==> src/hw/clk_sel_pkg.sv <==
// Constants, types and register map of the CPU clock selector
package clk_sel_pkg;

    // Core clock and derived timing
    localparam int unsigned CLK_PERIOD_NS    = 10;
    localparam int unsigned CLK_FREQ_MHZ     = 1000 / CLK_PERIOD_NS;

    // Clock generation modes after strap decode
    typedef enum logic [1:0] {
        MODE_PLL      = 2'b00,
        MODE_DIRECT   = 2'b01,
        MODE_PRESCALE = 2'b10
    } clk_mode_t;

    // Strap codes on clock_strap_pins
    localparam logic [2:0] STRAP_X4       = 3'h7;
    localparam logic [2:0] STRAP_X3       = 3'h6;
    localparam logic [2:0] STRAP_X2       = 3'h5;
    localparam logic [2:0] STRAP_X5       = 3'h4;
    localparam logic [2:0] STRAP_DIRECT   = 3'h3;
    localparam logic [2:0] STRAP_X1_5     = 3'h2;
    localparam logic [2:0] STRAP_PRESCALE = 3'h1;
    localparam logic [2:0] STRAP_X2_5     = 3'h0;

    // CPU clock edges per input period, i.e. twice the factor F
    localparam logic [3:0] EDGES_X4       = 4'h8;
    localparam logic [3:0] EDGES_X3       = 4'h6;
    localparam logic [3:0] EDGES_X2       = 4'h4;
    localparam logic [3:0] EDGES_X5       = 4'ha;
    localparam logic [3:0] EDGES_X1_5     = 4'h3;
    localparam logic [3:0] EDGES_X2_5     = 4'h5;

    // Oscillator watchdog overflow count in loop clock cycles
    localparam int unsigned WDOG_LIMIT    = 16;
    // Core cycles per free-running loop clock cycle
    localparam int unsigned PLL_FREE_DIV  = 4;
    // Input period assumed before the first measurement
    localparam logic [15:0] PERIOD_RST    = 16'h0010;

    // Register indices on the plain register port
    localparam logic [3:0] ADDR_SYSCFG    = 4'h0;
    localparam logic [3:0] ADDR_BUSCFG    = 4'h1;
    localparam logic [3:0] ADDR_STATUS    = 4'h2;
    localparam logic [3:0] ADDR_TIMING    = 4'h3;

    // Field positions
    localparam int unsigned OWD_DIS_POS   = 4;
    localparam int unsigned MCTC_POS      = 0;
    localparam int unsigned MTTC_POS      = 5;
    localparam int unsigned ALECTL_POS    = 9;
    localparam int unsigned IRQ_POS       = 6;

    // Reset values
    localparam logic [15:0] SYSCFG_RST    = 16'h0000;
    localparam logic [15:0] BUSCFG_RST    = 16'h0000;

    // Bus timing formula constants
    localparam logic [4:0] MCTC_BASE      = 5'h0f;
    localparam logic [1:0] MTTC_BASE      = 2'h1;

    // Bus timing in half CPU clock periods
    typedef struct packed {
        logic [1:0] tri_hp;
        logic [4:0] wait_hp;
        logic [0:0] ale_hp;
    } mem_timing_t;

endpackage : clk_sel_pkg

==> src/hw/osc_watchdog.sv <==
// Oscillator watchdog counter with sticky failure flag
`timescale 1ns/100ps
`default_nettype none
module osc_watchdog
    import clk_sel_pkg::*;
#(
    parameter int unsigned LIMIT = WDOG_LIMIT
) (
    // Clock and reset
    input  wire logic clk,
    input  wire logic reset,
    // Control
    input  wire logic enable,
    input  wire logic pll_tick,
    input  wire logic osc_edge,
    // Result
    output var  logic fail,
    output var  logic fail_pulse
);

    localparam int unsigned CW = $clog2(LIMIT) + 1;

    generate
        if (LIMIT < 2) begin : g_chk
            $error("osc_watchdog: LIMIT must be at least 2");
        end
    endgenerate

    logic [CW-1:0] cnt_r;
    logic          overflow;

    // Last loop cycle with no input transition in the window
    assign overflow = enable && !fail && pll_tick && !osc_edge &&
                      (cnt_r == CW'(LIMIT - 1));

    // Input transitions clear the count; failure holds until reset
    always_ff @(posedge clk or posedge reset) begin
        if (reset) begin
            cnt_r      <= '0;
            fail       <= 1'b0;
            fail_pulse <= 1'b0;
        end else begin
            fail_pulse <= overflow;
            if (overflow) begin
                fail <= 1'b1;
            end
            if (!enable || osc_edge) begin
                cnt_r <= '0;
            end else if (pll_tick && !fail) begin
                cnt_r <= cnt_r + CW'(1);
            end
        end
    end

endmodule : osc_watchdog
`default_nettype wire

==> src/hw/cpu_clock_select.sv <==
// CPU clock source selector with oscillator watchdog and bus timing variables
//
// Contract
// Clock generation mode is chosen from three strap pins held during reset.
// PLL modes multiply input frequency by 4, 3, 2, 5, 1.5 or 2.5.
// Strap 001 divides the input by two; each half period is one input period.
// Strap 011 turns the loop off and passes the input through directly; the loop stays on, free-running, while the watchdog is enabled.
// Other codes enable the loop and resync CPU clock to input transitions.
// Watchdog acts only in direct and prescaler modes, enabled after each reset.
// Writing one to configuration bit 4 disables watchdog and switches loop off.
// Enabled watchdog: loop free-runs, counts; each input transition clears count.
// Sixteen loop cycles without transition: switch to loop clock, raise request.
// After a failure switch the CPU stays on the loop clock until reset.
// Watchdog disabled: CPU clock from the input, loop powered down.
// Both CPU clock edges start operations; one half period is the time unit.
// ALE extension, waitstate and tristate times derive from bus config fields.
// Strap code latched at reset release and held until the next reset.
//
// Local design decisions: strobed register access and the address map.
`timescale 1ns/100ps
`default_nettype none
module cpu_clock_select
    import clk_sel_pkg::*;
#(
    parameter int unsigned FREE_DIV = PLL_FREE_DIV,
    parameter int unsigned WD_LIMIT = WDOG_LIMIT
) (
    // Clock and reset
    input  wire logic        clk,
    input  wire logic        reset,
    // Straps and oscillator input
    input  wire logic [2:0]  clock_strap_pins,
    input  wire logic        osc_input_pin,
    // Register port
    input  wire logic [3:0]  reg_addr,
    input  wire logic [15:0] reg_wdata,
    input  wire logic        reg_wr,
    input  wire logic        reg_rd,
    output var  logic [15:0] reg_rdata,
    // Clock outputs to core and bus controller
    output var  logic        cpu_clk,
    output var  logic        cpu_edge,
    output var  logic        pll_enable,
    output var  logic        osc_fail_irq,
    output var  mem_timing_t mem_timing
);

    generate
        if (FREE_DIV < 2) begin : g_chk_div
            $error("cpu_clock_select: FREE_DIV must be at least 2");
        end
        if (WD_LIMIT < 2) begin : g_chk_wd
            $error("cpu_clock_select: WD_LIMIT must be at least 2");
        end
    endgenerate

    localparam int unsigned DW = $clog2(FREE_DIV);

    // Strap and mode state
    logic        strap_taken_r;
    logic [2:0]  strap_r;
    clk_mode_t   mode_r;
    clk_mode_t   mode_nxt;
    logic [3:0]  edges_r;
    logic [3:0]  edges_nxt;

    // Input edge detection and period measurement
    logic        osc_prev_r;
    logic        osc_rise;
    logic        osc_toggle;
    logic [15:0] per_cnt_r;
    logic [15:0] period_r;

    // Synthesised loop clock
    logic [19:0] acc_r;
    logic [19:0] acc_sum;
    logic        acc_wrap;
    logic        synth_edge;

    // Free-running loop clock
    logic [DW-1:0] div_r;
    logic          pll_tick;

    // Registers and watchdog
    logic [15:0] syscfg_r;
    logic [15:0] buscfg_r;
    logic        irq_r;
    logic        owd_dis;
    logic        owd_active;
    logic        wd_fail;
    logic        wd_fail_pulse;
    logic        edge_sel;
    logic        pll_on;
    mem_timing_t timing_nxt;

    // Strap decode to mode and edges per input period
    always_comb begin
        mode_nxt  = MODE_PLL;
        edges_nxt = EDGES_X4;
        unique case (clock_strap_pins)
            STRAP_X4:       edges_nxt = EDGES_X4;
            STRAP_X3:       edges_nxt = EDGES_X3;
            STRAP_X2:       edges_nxt = EDGES_X2;
            STRAP_X5:       edges_nxt = EDGES_X5;
            STRAP_X1_5:     edges_nxt = EDGES_X1_5;
            STRAP_X2_5:     edges_nxt = EDGES_X2_5;
            STRAP_DIRECT:   mode_nxt  = MODE_DIRECT;
            STRAP_PRESCALE: mode_nxt  = MODE_PRESCALE;
        endcase
    end

    // Straps caught on the first edge after release, then frozen
    always_ff @(posedge clk or posedge reset) begin
        if (reset) begin
            strap_taken_r <= 1'b0;
            strap_r       <= STRAP_X4;
            mode_r        <= MODE_PLL;
            edges_r       <= EDGES_X4;
        end else if (!strap_taken_r) begin
            strap_taken_r <= 1'b1;
            strap_r       <= clock_strap_pins;
            mode_r        <= mode_nxt;
            edges_r       <= edges_nxt;
        end
    end

    // Input transitions; masked until the straps are latched and the history holds a real sample
    assign osc_rise   = strap_taken_r && osc_input_pin && !osc_prev_r;
    assign osc_toggle = strap_taken_r && (osc_input_pin ^ osc_prev_r);

    // Input period in core cycles, saturating on a stopped input
    always_ff @(posedge clk or posedge reset) begin
        if (reset) begin
            osc_prev_r <= 1'b0;
            per_cnt_r  <= 16'h0000;
            period_r   <= PERIOD_RST;
        end else begin
            osc_prev_r <= osc_input_pin;
            if (osc_rise) begin
                per_cnt_r <= 16'h0001;
                period_r  <= per_cnt_r;
            end else if (per_cnt_r != 16'hffff) begin
                per_cnt_r <= per_cnt_r + 16'h0001;
            end
        end
    end

    // Phase accumulator spreads edges_r edges over one input period
    assign acc_sum    = acc_r + {16'h0000, edges_r};
    assign acc_wrap   = (acc_sum >= {4'h0, period_r}) && (period_r != 16'h0000);
    assign synth_edge = osc_rise || acc_wrap;

    // Every input rise realigns the phase so drift never builds up
    always_ff @(posedge clk or posedge reset) begin
        if (reset) begin
            acc_r <= 20'h00000;
        end else if (osc_rise) begin
            acc_r <= 20'h00000;
        end else if (acc_wrap) begin
            acc_r <= acc_sum - {4'h0, period_r};
        end else begin
            acc_r <= acc_sum;
        end
    end

    // Free-running loop clock as one-cycle enable, idle while powered down
    assign pll_tick = pll_on && (div_r == DW'(FREE_DIV - 1));

    always_ff @(posedge clk or posedge reset) begin
        if (reset) begin
            div_r <= '0;
        end else if (!pll_on || pll_tick) begin
            div_r <= '0;
        end else begin
            div_r <= div_r + DW'(1);
        end
    end

    // Watchdog only in direct and prescaler modes, unless disabled
    assign owd_dis    = syscfg_r[OWD_DIS_POS];
    assign owd_active = strap_taken_r && (mode_r != MODE_PLL) && !owd_dis;

    // Loop on for multiplier modes, or free-running for the watchdog
    assign pll_on = strap_taken_r &&
                    ((mode_r == MODE_PLL) || owd_active || wd_fail);

    osc_watchdog #(
        .LIMIT      (WD_LIMIT)
    ) u_osc_watchdog (
        .clk        (clk),
        .reset      (reset),
        .enable     (owd_active),
        .pll_tick   (pll_tick),
        .osc_edge   (osc_toggle),
        .fail       (wd_fail),
        .fail_pulse (wd_fail_pulse)
    );

    // Clock edge source per mode; a failure overrides until reset
    always_comb begin
        edge_sel = 1'b0;
        if (wd_fail) begin
            edge_sel = pll_tick;
        end else begin
            unique case (mode_r)
                MODE_PLL:      edge_sel = synth_edge;
                MODE_DIRECT:   edge_sel = osc_toggle;
                MODE_PRESCALE: edge_sel = osc_rise;
                default:       edge_sel = 1'b0;
            endcase
        end
    end

    // CPU clock and edge strobe; each strobe opens one half period
    always_ff @(posedge clk or posedge reset) begin
        if (reset) begin
            cpu_clk    <= 1'b0;
            cpu_edge   <= 1'b0;
            pll_enable <= 1'b0;
        end else begin
            cpu_edge   <= strap_taken_r && edge_sel;
            pll_enable <= pll_on;
            if (strap_taken_r && edge_sel) begin
                cpu_clk <= !cpu_clk;
            end
        end
    end

    // Failure request: set wins over a write-one clear in the same cycle
    always_ff @(posedge clk or posedge reset) begin
        if (reset) begin
            irq_r <= 1'b0;
        end else if (wd_fail_pulse) begin
            irq_r <= 1'b1;
        end else if (reg_wr && (reg_addr == ADDR_STATUS) && reg_wdata[IRQ_POS]) begin
            irq_r <= 1'b0;
        end
    end

    assign osc_fail_irq = irq_r;

    // Configuration registers; disable bit clears on every reset
    always_ff @(posedge clk or posedge reset) begin
        if (reset) begin
            syscfg_r <= SYSCFG_RST;
            buscfg_r <= BUSCFG_RST;
        end else if (reg_wr) begin
            if (reg_addr == ADDR_SYSCFG) begin
                syscfg_r <= reg_wdata;
            end
            if (reg_addr == ADDR_BUSCFG) begin
                buscfg_r <= reg_wdata;
            end
        end
    end

    // Bus timing variables in half periods
    assign timing_nxt.ale_hp  = buscfg_r[ALECTL_POS];
    assign timing_nxt.wait_hp = 5'((MCTC_BASE - {1'b0, buscfg_r[MCTC_POS +: 4]}) << 1);
    assign timing_nxt.tri_hp  = 2'((MTTC_BASE - {1'b0, buscfg_r[MTTC_POS]}) << 1);

    always_ff @(posedge clk or posedge reset) begin
        if (reset) begin
            mem_timing <= '0;
        end else begin
            mem_timing <= timing_nxt;
        end
    end

    // Read data one cycle after the strobe, zero otherwise
    always_ff @(posedge clk or posedge reset) begin
        if (reset) begin
            reg_rdata <= 16'h0000;
        end else if (reg_rd) begin
            unique case (reg_addr)
                ADDR_SYSCFG: reg_rdata <= syscfg_r;
                ADDR_BUSCFG: reg_rdata <= buscfg_r;
                ADDR_STATUS: reg_rdata <= {8'h00, pll_on, irq_r, wd_fail, mode_r, strap_r};
                ADDR_TIMING: reg_rdata <= {8'h00, mem_timing};
                default:     reg_rdata <= 16'h0000;
            endcase
        end else begin
            reg_rdata <= 16'h0000;
        end
    end

endmodule : cpu_clock_select
`default_nettype wire

==> config.mk <==
export PLATFORM = sky130hd
export DESIGN_NAME = cpu_clock_select
export DESIGN_NICKNAME = d
export VERILOG_FILES = /design/src/hw/clk_sel_pkg.sv /design/src/hw/osc_watchdog.sv /design/src/hw/cpu_clock_select.sv
export SDC_FILE = /design/constraint.sdc
export NUM_CORES = 1
export LEC_CHECK = 0
export BUFFER_PORTS_ARGS = -buffer_cell sky130_fd_sc_hd__buf_2
export CORE_MARGIN = 3
export CORE_UTILIZATION = 44
export CTS_CLUSTER_SIZE = 40
export DETAILED_ROUTE_END_ITERATION = 8
export GPL_TIMING_DRIVEN = 0
export HOLD_SLACK_MARGIN = 0.1
export PLACE_DENSITY = 0.65
export SYNTH_ARGS = -nofsm -noshare
export SYNTH_HDL_FRONTEND = slang
export SYNTH_SLANG_ARGS = --single-unit
==> constraint.sdc <==
create_clock -name clk -period 3.8 [get_ports clk]
set_input_delay 0.19 -clock clk [delete_from_list [all_inputs] [get_ports clk]]
set_output_delay 0.19 -clock clk [all_outputs]
set_load 0.005 [all_outputs]
==> results_dict.tcl <==
set metrics [dict create \
    outcome "complete, no violations" \
    grt_pass1_vias 5232 \
    hold_class "in -> reg" \
    grt_overflow 0 \
    synth-async-reset-ratio_pct 100 \
    route.vias.total 5309 \
    syn_area_um2 6820 \
    fin_skew_ns 0.00703 \
    track_usage_pct 19.0 \
    pwr-share-comb_pct 44.2 \
    grt_max_degree 105 \
    yosysUniqueCellTypes 55 \
    drive_gt1_share_pct 24.1 \
    yosysWarnings 0 \
    multiInputGateArea_um2 3420 \
    die_w_um 130 \
    diodes 0 \
    seq_power_share_pct 29.9 \
    h-tree-depth 4 \
    final-seq-area_um2 3260 \
    cts_root_buffer "clkbuf_16" \
    numCtsBuffers 17 \
    timing.rr.end "acc_r[13]" \
    num-fill-cells 1254 \
    final_common_cell "dfrtp_1" \
    finalSetupViolCount 0 \
    leakage_nw 3.76 \
    p_sw_mw 2.40 \
    synth_edf_count 0 \
    min_from "reg_addr[3]" \
    drv_cap 0 \
    min_path_cells 4 \
    fin_hold_ws_ns 0.163 \
    final_cell_mix "dfrtp_1, nand2_1, buf_2, nor2_1, mux2_2" \
    endpoint_kind "flop" \
    vias_per_cell 5.51 \
    cp.required_ns 4.08 \
    start_util_pct 45.9 \
    syn_inst 656 \
    insertion_delay_ns 0.42 \
    drtIter0Drc 286 \
    crit_path_max_fanout 10 \
    drc_errors 0 \
    rr_startpoint "edges_r[3]" \
    reg2reg_setup_slack_ns 0.14 \
    ys_ff_latch 130 \
    ios 56 \
    final_util_pct 56.4 \
    min_to "reg_rdata[7]" \
    clock.fmax_mhz 273 \
    syn_avg_cell_area_um2 10.4 \
    period_needed_ns 3.66 \
    grt_pass1_wl_um 25400 \
    swShare_pct 37.1 \
    path_class "reg -> reg" \
    gp_congestion 0.895 \
    slew_headroom_pct 29.7 \
    wl_um 15500 \
    clk_pin_slew_ns 0.06 \
    startpoint_type "flop" \
    tightest_slew_ns 1.05 \
    worstPathArrival_ns 3.94 \
    die_area_um2 17000 \
    pwr-share-clk_pct 26.0 \
    wire_per_inst_um 16.1 \
    seq_area_frac_synth_pct 47.8 \
    rows 44 \
    cts.sinks 130 \
    finalHoldViolations 0 \
    drt_first_pass_iters 4 \
    internal_power_mw 4.06 \
    vdd_drop_max_mv 0.751 \
    die_h_um 130 \
    power_density_nw_per_um2 770 \
    power.total_mw 6.46 \
    antenna_found_initial 0 \
    fin_crit_sh_pct 96.4 \
    coreArea_um2 14900 \
    finalMaxSlewViolations 0 \
    syn_to_final_growth_pct 23.0 \
    cts_tree "done" \
    cts_buffer_depth 2 \
    port_buffers 52 \
    ant_nets 0 \
    synth_flop_cell "dfrtp_1" \
    reg2regPathDepth 15 \
    dpl.hpwl_um 11000 \
    nets 821 \
]
-- routing by layer --
metal / GRT usage, % / up-vias / share of wire [%]
met4: 7.74 / 0 / 2.5
met5: 0 / - / 0
li1: - / 2563 / -
met3: 3.98 / 27 / 4.0
met2: 30.7 / 111 / 47
met1: 25.1 / 2608 / 47
-- worst max-delay path: stages (launching register included) --
cell and delay [ns]:
dfstp_2 0.56, ha_4 0.17, o21ai_0 0.12, o21bai_2 0.21, nand4_1 0.19, buf_4 0.19
xnor2_1 0.14, ha_1 0.39, nand4_1 0.18, a211oi_2 0.36, o31ai_2 0.12, a31o_2 0.25
a41o_4 0.24, buf_4 0.19, nand3_1 0.11, o31ai_2 0.08
-- synth_stat cells (all sizes together), types with 8 or more instances --
master | n | area share (%)
a21oi | 21 | 1.6
and3 | 14 | 1.3
buf | 11 | 0.97
clkbuf | 16 | 0.88
dfrtp | 125 | 46
ha | 25 | 4.6
inv | 30 | 1.7
mux2 | 34 | 5.6
mux2i | 14 | 2.1
nand2 | 63 | 3.5
nand3 | 24 | 1.8
nand4 | 17 | 1.7
nor2 | 51 | 2.8
nor3 | 15 | 1.1
nor4 | 8 | 0.73
o21ai | 32 | 2.3
o31ai | 20 | 2.7
xnor2 | 29 | 3.7
xor2 | 21 | 2.7
-- state kept, by name, indices dropped and copies added, names as in the netlist, 2 cells and up --
| register | cells |
|---|---|
| u_osc_watchdog.cnt_r | 5 |
| mem_timing | 6 |
| acc_r | 20 |
| buscfg_r | 16 |
| period_r | 16 |
| mode_r | 2 |
| strap_r | 3 |
| syscfg_r | 16 |
| edges_r | 4 |
| div_r | 2 |
| reg_rdata | 16 |
| per_cnt_r | 16 |
-- layout make-up --
class                           count  area share (%)
Multi-Input combinational cell    470            40.7
Sequential cell                   130            38.9
Buffer                             27            1.54
Tap cell                          184            2.75
Clock inverter                     14            2.13
Clock buffer                       18            5.12
Inverter                           30            1.40
Timing Repair Buffer               90            7.45
-- cell families (layout without fill, tap and decap cells) --
kind of cell	after synthesis	count (layout)	synth area share (%)
AOI/OAI and AO/OA	106	106	10.8
buffers and inverters	57	179	3.50
adders and majority gates	27	27	5.17
muxes	53	53	9.32
xor gates and xnor gates	50	50	6.42
other	2	3	0.110
and+or+nand+nor	231	231	16.8
DFF	130	130	47.8
-- worst max path at each step --
| stage | slack, ns | cells after the start | end | from |
|---|---|---|---|---|
| 3_5_place_dp | -0.60 | 15 | acc_r[13] | edges_r[3] |
| 6_report | 0.14 | 15 | acc_r[13] | edges_r[3] |
| 3_3_place_gp | -1.17 | 2 | per_cnt_r[5] | reset |
| 5_1_grt | -0.005 | 14 | acc_r[8] | edges_r[3] |
| 4_1_cts | 0.005 | 15 | acc_r[13] | edges_r[3] |
| 2_1_floorplan | 0.15 | 1 | acc_r[0] | reset |
-- per-stage QoR --
step | instances | setup TNS [ns] | instance area [um2] | setup WS (ns)
final | 963 | 0 | 8390 | 0.136
after global routing | 963 | -0.00544 | 8390 | -0.00544
after CTS | 956 | 0 | 8250 | 0.00460
after detailed placement | 894 | -9.95 | 7350 | -0.600
after global placement | 893 | -152.72 | 7310 | -1.17
after floorplan | 657 | 0 | 6820 | 0.149
-- power groups by stage --
stage          sequential (mW)  combinational (mW)  clock, mW
2_1_floorplan             1.88                2.07          0
3_3_place_gp              1.92                2.49          0
3_5_place_dp              1.94                2.57          0
4_1_cts                   1.92                2.69       1.71
5_1_grt                   1.96                3.16       1.77
6_report                  1.93                2.85       1.68
-- repair_timing --
| item | in CTS | in global routing |
|---|---|---|
| hold buffers | 22 | 0 |
| hold endpoints to repair | 70 | 0 |
| pin swaps | 6 | 7 |
| gates resized for setup | 5 | 16 |
| endpoints found under the setup margin | 22 | 20 |
| setup buffers | 8 | 7 |
(Power assumes the default switching activity.)
